[config.mk]
export PLATFORM = sky130hd
export DESIGN_NAME = mp3_decoder_aux_registers
export DESIGN_NICKNAME = d
export VERILOG_FILES = /design/src/aux_regs_pkg.sv /design/src/mp3_decoder_aux_registers.sv
export SDC_FILE = /design/constraint.sdc
export NUM_CORES = 1
export LEC_CHECK = 0
export BUFFER_PORTS_ARGS = -buffer_cell sky130_fd_sc_hd__clkbuf_2
export CORE_MARGIN = 3
export CORE_UTILIZATION = 46
export DETAILED_ROUTE_END_ITERATION = 10
export PLACE_DENSITY_LB_ADDON = 0.3
export SETUP_SLACK_MARGIN = 0.1
export SLEW_MARGIN = 40
export SYNTH_ARGS = -nofsm -noshare
export SYNTH_HDL_FRONTEND = slang
export SYNTH_SLANG_ARGS = --single-unit
[constraint.sdc]
create_clock -name clk_sys -period 1.8 [get_ports clk_sys]
set_input_delay 0.27 -clock clk_sys [delete_from_list [all_inputs] [get_ports clk_sys]]
set_output_delay 0.27 -clock clk_sys [all_outputs]
set_load 0.005 [all_outputs]
[src/aux_regs_pkg.sv]
package aux_regs_pkg;
  // Register indices; the byte address is four times the index
  localparam logic [7:0] LEFT_VOLUME_IDX   = 8'h9e;
  localparam logic [7:0] RIGHT_VOLUME_IDX  = 8'h9f;
  localparam logic [7:0] STREAM_INPUT_IDX  = 8'hac;
  localparam logic [7:0] ANCILLARY_IDX     = 8'had;
  localparam logic [7:0] REQUEST_STAT_IDX  = 8'haf;
  localparam logic [7:0] LOW_BAND_IDX      = 8'hb4;
  localparam logic [7:0] MID_BAND_IDX      = 8'hb5;
  localparam logic [7:0] HIGH_BAND_IDX     = 8'hb6;
  localparam logic [7:0] MAIN_STAT_IDX     = 8'hc8;
  localparam logic [7:0] IRQ_STAT_IDX      = 8'hf0;
  localparam logic [7:0] IRQ_MASK_IDX      = 8'hf1;
  // Field positions
  localparam int FIELD_W        = 5;
  localparam int FRAME_REQ_BIT  = 4;
  localparam int BYTE_REQ_BIT   = 3;
  localparam int RESET_MARK_BIT = 0;
  localparam int ANC_AVAIL_BIT  = 7;
  localparam int EV_BYTE_BIT    = 0;
  localparam int EV_FRAME_BIT   = 1;
  localparam int EV_ANC_BIT     = 2;
  localparam int EV_W           = 3;
  // Reset values
  localparam logic [7:0] REQUEST_STAT_RST = 8'h11;
  localparam logic [4:0] FIELD_RST        = 5'h00;
  localparam logic [7:0] ANCILLARY_RST    = 8'h00;
  localparam logic [2:0] IRQ_MASK_RST     = 3'h7;
endpackage

[src/mp3_decoder_aux_registers.sv]
`timescale 1ns/1ps
module mp3_decoder_aux_registers #(
  parameter int ADDR_W = 10
) (
  input  wire logic              clk_sys,     // 50 MHz system clock
  input  wire logic              nrst,        // Async reset, active low
  input  wire logic              psel,        // APB select
  input  wire logic              penable,     // APB access phase
  input  wire logic              pwrite,      // APB direction
  input  wire logic [ADDR_W-1:0] paddr,       // APB byte address
  input  wire logic [31:0]       pwdata,      // APB write data
  output logic      [31:0]       prdata,      // APB read data
  output logic                   pready,      // APB ready
  output logic                   pslverr,     // APB error
  input  wire logic              frameReady,  // Decoder takes a new frame
  input  wire logic              byteNeed,    // Decoder wants a byte, pulse
  input  wire logic              ancNotEmpty, // Ancillary buffer has data
  input  wire logic [7:0]        ancHead,     // Head of ancillary buffer
  input  wire logic              sampleTick,  // Output sample boundary
  output logic                   ancPop,      // Ancillary byte consumed
  output logic      [7:0]        streamData,  // Stream byte to decoder
  output logic                   streamValid, // Stream byte strobe
  output logic      [4:0]        leftVolume,  // Applied left volume
  output logic      [4:0]        rightVolume, // Applied right volume
  output logic      [4:0]        lowBandGain, // Applied bass gain
  output logic      [4:0]        midBandGain, // Applied mid gain
  output logic      [4:0]        highBandGain,// Applied treble gain
  output logic                   irq          // Interrupt, level
);

  // ==========================================================
  // Bus decode
  logic [7:0] idx;
  logic       setupAcc;
  logic       doneAcc;
  logic       wrDone;
  logic       rdDone;
  logic       mapped;
  logic [7:0] rdMux;

  assign idx      = paddr[9:2];
  assign setupAcc = psel & penable & ~pready;
  assign doneAcc  = psel & penable & pready;
  assign wrDone   = doneAcc & pwrite & ~pslverr;
  assign rdDone   = doneAcc & ~pwrite & ~pslverr;

  always_comb begin
    mapped = 1'b0;
    case (idx)
      aux_regs_pkg::LEFT_VOLUME_IDX, aux_regs_pkg::RIGHT_VOLUME_IDX,
      aux_regs_pkg::STREAM_INPUT_IDX, aux_regs_pkg::ANCILLARY_IDX,
      aux_regs_pkg::REQUEST_STAT_IDX, aux_regs_pkg::LOW_BAND_IDX,
      aux_regs_pkg::MID_BAND_IDX, aux_regs_pkg::HIGH_BAND_IDX,
      aux_regs_pkg::MAIN_STAT_IDX, aux_regs_pkg::IRQ_STAT_IDX,
      aux_regs_pkg::IRQ_MASK_IDX: mapped = (paddr[1:0] == 2'h0);
      default: mapped = 1'b0;
    endcase
  end

  // ==========================================================
  // Software settings
  logic [4:0] leftVol_q;
  logic [4:0] rightVol_q;
  logic [4:0] lowGain_q;
  logic [4:0] midGain_q;
  logic [4:0] highGain_q;
  logic [2:0] irqMask_q;

  always_ff @(posedge clk_sys or negedge nrst) begin
    if (!nrst) begin
      leftVol_q  <= aux_regs_pkg::FIELD_RST;
      rightVol_q <= aux_regs_pkg::FIELD_RST;
      lowGain_q  <= aux_regs_pkg::FIELD_RST;
      midGain_q  <= aux_regs_pkg::FIELD_RST;
      highGain_q <= aux_regs_pkg::FIELD_RST;
      irqMask_q  <= aux_regs_pkg::IRQ_MASK_RST;
    end else if (wrDone) begin
      case (idx)
        aux_regs_pkg::LEFT_VOLUME_IDX:  leftVol_q  <= pwdata[4:0];
        aux_regs_pkg::RIGHT_VOLUME_IDX: rightVol_q <= pwdata[4:0];
        aux_regs_pkg::LOW_BAND_IDX:     lowGain_q  <= pwdata[4:0];
        aux_regs_pkg::MID_BAND_IDX:     midGain_q  <= pwdata[4:0];
        aux_regs_pkg::HIGH_BAND_IDX:    highGain_q <= pwdata[4:0];
        aux_regs_pkg::IRQ_MASK_IDX:     irqMask_q  <= pwdata[2:0];
        default: irqMask_q <= irqMask_q;
      endcase
    end
  end

  // ==========================================================
  // Applied settings
  // sample aligned
  // Copies move only on a sample tick so a sample is never split
  always_ff @(posedge clk_sys or negedge nrst) begin
    if (!nrst) begin
      leftVolume   <= aux_regs_pkg::FIELD_RST;
      rightVolume  <= aux_regs_pkg::FIELD_RST;
      lowBandGain  <= aux_regs_pkg::FIELD_RST;
      midBandGain  <= aux_regs_pkg::FIELD_RST;
      highBandGain <= aux_regs_pkg::FIELD_RST;
    end else if (sampleTick) begin
      leftVolume   <= leftVol_q;
      rightVolume  <= rightVol_q;
      lowBandGain  <= lowGain_q;
      midBandGain  <= midGain_q;
      highBandGain <= highGain_q;
    end
  end

  // ==========================================================
  // Request flags
  logic frameFlag_q;
  logic byteFlag_q;
  logic resetMark_q;
  logic streamWr;

  assign streamWr = wrDone & (idx == aux_regs_pkg::STREAM_INPUT_IDX);

  always_ff @(posedge clk_sys or negedge nrst) begin
    if (!nrst) begin
      frameFlag_q <= aux_regs_pkg::REQUEST_STAT_RST[4];
      resetMark_q <= aux_regs_pkg::REQUEST_STAT_RST[0];
    end else begin
      frameFlag_q <= frameReady;
      if (streamWr) begin
        resetMark_q <= 1'b0;
      end
    end
  end

  // byte request
  // A new request in the clearing cycle wins
  always_ff @(posedge clk_sys or negedge nrst) begin
    if (!nrst) begin
      byteFlag_q <= aux_regs_pkg::REQUEST_STAT_RST[3];
    end else if (byteNeed) begin
      byteFlag_q <= 1'b1;
    end else if (streamWr) begin
      byteFlag_q <= 1'b0;
    end
  end

  always_ff @(posedge clk_sys or negedge nrst) begin
    if (!nrst) begin
      streamData  <= 8'h00;
      streamValid <= 1'b0;
    end else begin
      streamValid <= streamWr;
      if (streamWr) begin
        streamData <= pwdata[7:0];
      end
    end
  end

  // ==========================================================
  // Ancillary data
  logic [7:0] ancByte_q;
  logic       ancAvail_q;

  always_ff @(posedge clk_sys or negedge nrst) begin
    if (!nrst) begin
      ancByte_q  <= aux_regs_pkg::ANCILLARY_RST;
      ancAvail_q <= 1'b0;
      ancPop     <= 1'b0;
    end else begin
      ancByte_q  <= ancHead;
      ancAvail_q <= ancNotEmpty;
      ancPop     <= rdDone & ancAvail_q
                    & (idx == aux_regs_pkg::ANCILLARY_IDX);
    end
  end

  // ==========================================================
  // Interrupts
  logic [2:0] irqStat_q;
  logic [2:0] evSet;
  logic       frameFlagOld_q;
  logic       ancAvailOld_q;

  always_ff @(posedge clk_sys or negedge nrst) begin
    if (!nrst) begin
      // Matches the flag's reset level, so no false rise follows reset
      frameFlagOld_q <= aux_regs_pkg::REQUEST_STAT_RST[4];
      ancAvailOld_q  <= 1'b0;
    end else begin
      frameFlagOld_q <= frameFlag_q;
      ancAvailOld_q  <= ancAvail_q;
    end
  end

  always_comb begin
    evSet = '0;
    evSet[aux_regs_pkg::EV_BYTE_BIT]  = byteNeed;
    evSet[aux_regs_pkg::EV_FRAME_BIT] = frameFlag_q & ~frameFlagOld_q;
    evSet[aux_regs_pkg::EV_ANC_BIT]   = ancAvail_q & ~ancAvailOld_q;
  end

  // Set beats a simultaneous write-one clear
  always_ff @(posedge clk_sys or negedge nrst) begin
    if (!nrst) begin
      irqStat_q <= 3'h0;
    end else if (wrDone && idx == aux_regs_pkg::IRQ_STAT_IDX) begin
      irqStat_q <= (irqStat_q & ~pwdata[2:0]) | evSet;
    end else begin
      irqStat_q <= irqStat_q | evSet;
    end
  end

  logic irqPend;

  assign irqPend = |(irqStat_q & ~irqMask_q);

  always_ff @(posedge clk_sys or negedge nrst) begin
    if (!nrst) begin
      irq <= 1'b0;
    end else begin
      irq <= irqPend;
    end
  end

  // ==========================================================
  // Read mux and APB handshake
  // reserved zero
  always_comb begin
    rdMux = 8'h00;
    case (idx)
      aux_regs_pkg::LEFT_VOLUME_IDX:  rdMux = {3'h0, leftVol_q};
      aux_regs_pkg::RIGHT_VOLUME_IDX: rdMux = {3'h0, rightVol_q};
      aux_regs_pkg::LOW_BAND_IDX:     rdMux = {3'h0, lowGain_q};
      aux_regs_pkg::MID_BAND_IDX:     rdMux = {3'h0, midGain_q};
      aux_regs_pkg::HIGH_BAND_IDX:    rdMux = {3'h0, highGain_q};
      aux_regs_pkg::ANCILLARY_IDX:    rdMux = ancByte_q;
      aux_regs_pkg::REQUEST_STAT_IDX:
        rdMux = {3'h0, frameFlag_q, byteFlag_q, 2'h0, resetMark_q};
      aux_regs_pkg::MAIN_STAT_IDX:    rdMux = {ancAvail_q, 7'h00};
      aux_regs_pkg::IRQ_STAT_IDX:     rdMux = {5'h00, irqStat_q};
      aux_regs_pkg::IRQ_MASK_IDX:     rdMux = {5'h00, irqMask_q};
      default:                        rdMux = 8'h00;
    endcase
  end

  // One wait state keeps all bus outputs registered
  always_ff @(posedge clk_sys or negedge nrst) begin
    if (!nrst) begin
      pready  <= 1'b0;
      pslverr <= 1'b0;
      prdata  <= 32'h0;
    end else begin
      pready  <= setupAcc;
      pslverr <= setupAcc & ~mapped;
      if (setupAcc && !pwrite) begin
        prdata <= {24'h0, rdMux & {8{mapped}}};
      end
    end
  end
endmodule

---- Word level (Yosys, flattened, before mapping) ----
Cells that the tools add are included.
word-level totals
  logic and storage cells ................. 81
  output and inout bits ................... 70
  bits in registers ....................... 91
  input bits .............................. 59
cells by class
  bitwise logic cells ..................... 26
  reduce and logical (&&, ||, !) cells .... 13
  equal/unequal tests ..................... 11
  multiplexer cells ....................... 5
operators with widths
  cell                  count
  $eq A8 B8 Y1 const B  11
  $pmux W8 S10          1
  $and A1 B1 Y1         13
  $reduce_and A2 Y1     6
  $reduce_or A11 Y1     1
  $and A8 B8 Y8         1
  $and A3 B3 Y3         2
  $not A1 Y1            6
  $not A3 Y3            2
  $or A3 B3 Y3          2
  $mux W1               3
  $mux W3               1
  $reduce_or A3 Y1      1
  $logic_and A1 B1 Y1   2
  $logic_not A2 Y1      1
  $reduce_bool A2 Y1    1
  $logic_not A1 Y1      1

---- Logic depth before layout (Yosys ltp) ----
  depth in word-level cells ............... 7
  gate-level depth with buffers ........... 7
  depth with buffers taken out ............ 5

---- Worst setup path before layout ----
Ideal clock, no wire load.
  path type ............................... register -> register
  start point ............................. register pready
  end point ............................... register prdata[0]
  path slack .............................. 0.110 ns
  library setup time ...................... 0.079 ns
  required time ........................... 1.721 ns
  clock period less this slack ............ 1.690 ns
  buffers on the path ..................... 1
  data arrival time ....................... 1.610 ns
  stages on the path, launching flop included .. 6
  cell sequence ........................... dfrtp_1 > or3_1 > buf_2 > or3_1 > o21ba_4 > a2bb2oi_1
between the ends
  longest elaborated chain between the ends .. 3
RTL lines
  what                    line                              text
  from (decl)             mp3_decoder_aux_registers.sv:13   output logic pready,
  from (signal assigned)  mp3_decoder_aux_registers.sv:249  pready <= setupAcc;
  $not A1 Y1              mp3_decoder_aux_registers.sv:42   assign setupAcc = psel & penable & ~pready;
  $and A1 B1 Y1           mp3_decoder_aux_registers.sv:42
  $logic_and A1 B1 Y1     mp3_decoder_aux_registers.sv:251  if (setupAcc && !pwrite) begin
  to (signal assigned)    mp3_decoder_aux_registers.sv:252  prdata <= {24'h0, rdMux & {8{mapped}}};
  to (decl)               mp3_decoder_aux_registers.sv:12   output logic [31:0] prdata,
Every way passes these cells.
A chain may end at the register's enable or synchronous reset.

---- Final worst setup path ----
  start point ............................. register pslverr
  end point ............................... register streamData[6]
between the ends
  longest elaborated chain between the ends .. 3
RTL lines
  what                    line                              text
  from (decl)             mp3_decoder_aux_registers.sv:14   output logic pslverr,
  from (signal assigned)  mp3_decoder_aux_registers.sv:250  pslverr <= setupAcc & ~mapped;
  $not A1 Y1              mp3_decoder_aux_registers.sv:44   assign wrDone = doneAcc & pwrite & ~pslverr;
  $and A1 B1 Y1           mp3_decoder_aux_registers.sv:44
  $and A1 B1 Y1           mp3_decoder_aux_registers.sv:117  assign streamWr = wrDone & (idx == aux_regs_pkg::STREAM_INPUT_IDX);
  to (signal assigned)    mp3_decoder_aux_registers.sv:150  streamData <= pwdata[7:0];
  to (decl)               mp3_decoder_aux_registers.sv:21   output logic [7:0] streamData,
Every way passes these cells.

==> flow_summary.rst <==
.. list-table::
   :header-rows: 1

   * - Metric
     - Value
   * - Share of the clock period used by the worst path after layout
     - 97.3%
   * - Area Overhead vs Synth
     - 22.0%
   * - Routability Congestion
     - 0.975
   * - Average wire length per cell after detail routing
     - 17.8 µm
   * - Kind of launch point of the worst setup path
     - register
   * - Count of standard-cell rows
     - 33
   * - Die extent in x
     - approximately 100 µm
   * - Worst Hold Depth
     - 1
   * - DRC
     - 0
   * - Number of global-route vias before repair
     - 2924
   * - Placed Area
     - 0.00460 mm²
   * - Finished layout cell area
     - 0.00496 mm²
   * - Slew of the pin with the lowest slew margin
     - 0.660 ns
   * - Antenna Cells
     - 0
   * - Highest attainable clock frequency
     - approximately 570 MHz
   * - Final core utilization
     - 59.1%
   * - Number of optimization iterations in the first detailed-route pass
     - 4
   * - Maximum number of pins on one net before global-route repair
     - 40
   * - Highest fanout seen on the critical path
     - 11
   * - WP data required
     - 2.05 ns
   * - Fillers
     - 707
   * - Worst-case register-to-register setup slack
     - a little under 0.05 ns
   * - Aggregate global routing overflow
     - 0
   * - Flop and latch count out of synthesis
     - just over 90
   * - IO buf count
     - 80
   * - Clk slew on worst S/H paths
     - 0.10 ns
   * - Asr flop ratio synth
     - 100%
   * - Seq. cell area
     - 0.00228 mm²
   * - Setup violations, final
     - 0
   * - Portion of synthesized cell area occupied by the leading cell type
     - 52.4%
   * - Static power due to leakage
     - 2.57 nW
   * - Relative slew margins
     - 56.0%
   * - FF-to-FF path depth
     - 5
   * - Area occupied by multi-input gates
     - 0.00165 mm²
   * - Minimum period implied by the final worst setup slack
     - 1.75 ns
   * - Global-route wire length before repair
     - 15100 µm
   * - Initial DRC Count
     - just under 200
   * - Max Cap Viol
     - 0
   * - Unrepaired setup endpoints after global routing
     - true
   * - Kind of path behind the tightest hold check
     - input pin to register
   * - Core outline area
     - between 0.008 and 0.009 mm²
   * - Hold Fails Final Rpt
     - 0
   * - Worst-Skew Late Latency
     - 0.36 ns
   * - Clock sink count
     - 91
   * - Pre-CTS WS
     - -0.0303 ns
   * - Number of levels the H-tree was split into
     - 3
   * - Cell area power density
     - 739 mW/mm²
   * - Die area
     - 0.0100 mm²
   * - Count of flip-flops with a built-in enable after synthesis
     - 0
   * - DP HPWL
     - 6810 µm
   * - Leading post-synthesis cells by cell area
     - dfrtp_1 (52%), mux2_2 (17%), buf_4 (4.4%), dfstp_2 (3.9%), mux2_4 (1.8%)
   * - Status
     - complete, no violations
   * - Kind of capture point of the worst setup path
     - register
   * - Post-layout net count
     - 476
   * - Total of warnings raised by yosys
     - 0
   * - Mean area per synthesized cell
     - around 13 µm²
   * - Layout cells sized above 1
     - 49.8%
   * - Number of nets with antenna violations after detailed routing
     - 0
   * - Die extent in y
     - around 100 µm
   * - Initial antenna violation count
     - 0
   * - TritonCTS clock tree
     - yes
   * - Mapped Cells
     - 311
   * - Cell Area, Synth
     - 0.00406 mm²
   * - Slew Limit Fails
     - 0
   * - Design Power
     - roughly 3.7 mW
   * - Total vias in the final route
     - 2784
   * - Total I/O pin count
     - ~130
   * - Initial core utilization
     - 48.5%
   * - Routed wire length
     - around 9400 µm
   * - Clk_skew
     - between 0.01 and 0.015 ns
   * - Synth area leader
     - dfrtp_1
   * - Buffer type at the clock tree root
     - clkbuf_8
   * - Total routing resource utilization after global routing
     - 19.6%
   * - Final worst-path setup slack
     - 0.0487 ns
   * - Vias per cell
     - roughly 5.3
   * - Dominant synthesized flop cell
     - dfrtp_1
   * - Number of buffers created by CTS
     - 9
   * - Worst IR Drop VDD
     - 0.479 mV
   * - Sequential area share after synthesis
     - a little under three fifths
   * - Endpoint arrival time on the critical path
     - about 2 ns
   * - Number of unique standard cell types used by synthesis
     - 49
   * - Bufs on Longest Clock Path
     - 2
   * - Kind of critical path
     - register to register
-- path summary, 6_finish.rpt --
| kind | startpoint | to |
|---|---|---|
| setup / recovery | pslverr | streamData[6] |
| hold / removal | ancHead[7] | ancByte_q[7] |
| setup reg to reg | pslverr | streamData[6] |
| hold reg to reg | frameFlag_q | frameFlagOld_q |
| max in group asynchronous | nrst | frameFlagOld_q |
| min in group asynchronous | nrst | pslverr |
-- final cells by class --
class | instances | share of cell area (%)
tap | 105 | 2.65
sequential | 91 | 46.1
clock buffer | 10 | 2.78
clock inverter | 6 | 1.09
timing repair buffer | 110 | 13.5
inverter | 8 | 0.606
multi-input combinational | 197 | 33.3
-- cells in the mapped netlist (all sizes together), types with 3 or more instances --
master / number
dfrtp: 85
mux2: 65
buf: 34
nand2: 20
a22o: 7
inv: 7
nand3: 7
a21oi: 6
dfstp: 6
mux2i: 5
nand4b: 5
a211o: 4
clkbuf: 4
nor2: 4
nor3: 4
nor3b: 4
or3: 4
a31oi: 3
and2b: 3
and4b: 3
-- per-stage QoR --
stage / hold WS (ns) / cells / setup TNS [ns]
CTS: 0.000438 / 526 / 0
detailed placement: 0.200 / 503 / -0.179
global route: 0.000266 / 527 / 0
floorplan: -0.0256 / 334 / 0
finish: 0.0145 / 527 / 0
global placement: 0.194 / 503 / -0.160
-- per-layer routing --
metal | track usage, % | routed length, µm | vias to the layer above
met3 | 3.96 | 506 | 16
met1 | 24.8 | 3850 | 1399
met2 | 34.1 | 4890 | 96
li1 | - | - | 1273
met4 | 6.01 | 124 | 0
met5 | 0 | 0 | -
-- state kept, by name, summed over array words and instances, names as in the netlist, 3 cells and up --
| name | count |
|---|---|
| leftVol_q | 5 |
| rightVol_q | 5 |
| lowGain_q | 5 |
| highGain_q | 5 |
| irqStat_q | 3 |
| lowBandGain | 5 |
| leftVolume | 5 |
| midBandGain | 5 |
| streamData | 8 |
| rightVolume | 5 |
| midGain_q | 5 |
| irqMask_q | 3 |
| ancByte_q | 8 |
| highBandGain | 5 |
| prdata | 8 |
-- kinds of logic (layout without fill, tap and decap cells) --
logic type | count (synthesis) | count (layout) | share of synthesized area, %
other | 1 | 24 | 0.0923
multiplexers | 70 | 70 | 19.7
flip-flops | 91 | 91 | 56.2
buffers and inverters | 46 | 134 | 7.18
AO/OA/AOI/OAI | 37 | 37 | 7.11
AND/OR/NAND/NOR | 66 | 66 | 9.67
-- critical path: stages, from the launching register on --
cell	delay (ns)
dfrtp_1	0.39
and4b_2	0.33
nand3_4	0.10
or3_4	0.38
buf_6	0.16
mux2_2	0.27
-- cell usage in the layout (no fill, tap or decap), types with 4 or more instances in the layout --
cell,synthesis,layout
mux2i_1,5,5
nand4b_1,5,5
nand3_1,6,5
or3_4,0,4
clkbuf_8,0,10
dfrtp_1,85,85
inv_1,7,7
a21oi_1,6,6
conb_1,1,24
a211o_1,4,4
mux2_2,60,58
nand2_1,19,19
dfstp_2,6,6
a22o_1,7,7
buf_4,24,20
dlygate4sd3_1,0,7
mux2_4,5,7
clkbuf_2,0,79
-- power by group --
group	internal (mW)	switching [mW]	leakage, nW	total (mW)
Combinational	0.101	0.154	1.27	0.254
Clock	0.567	0.765	0.0958	1.33
Sequential	2.07	0.0112	1.20	2.08
Total	2.73	0.930	2.57	3.66
-- repair_timing --
action                                 in CTS  in global routing
pin swaps                                   5                  3
setup endpoints to repair                  39                 33
resized for setup                          11                  9
endpoints found under the hold margin      24                  1
hold buffers                                6                  1
buffers inserted                            1                  0
Note: power is estimated with default switching activity, not from simulation.
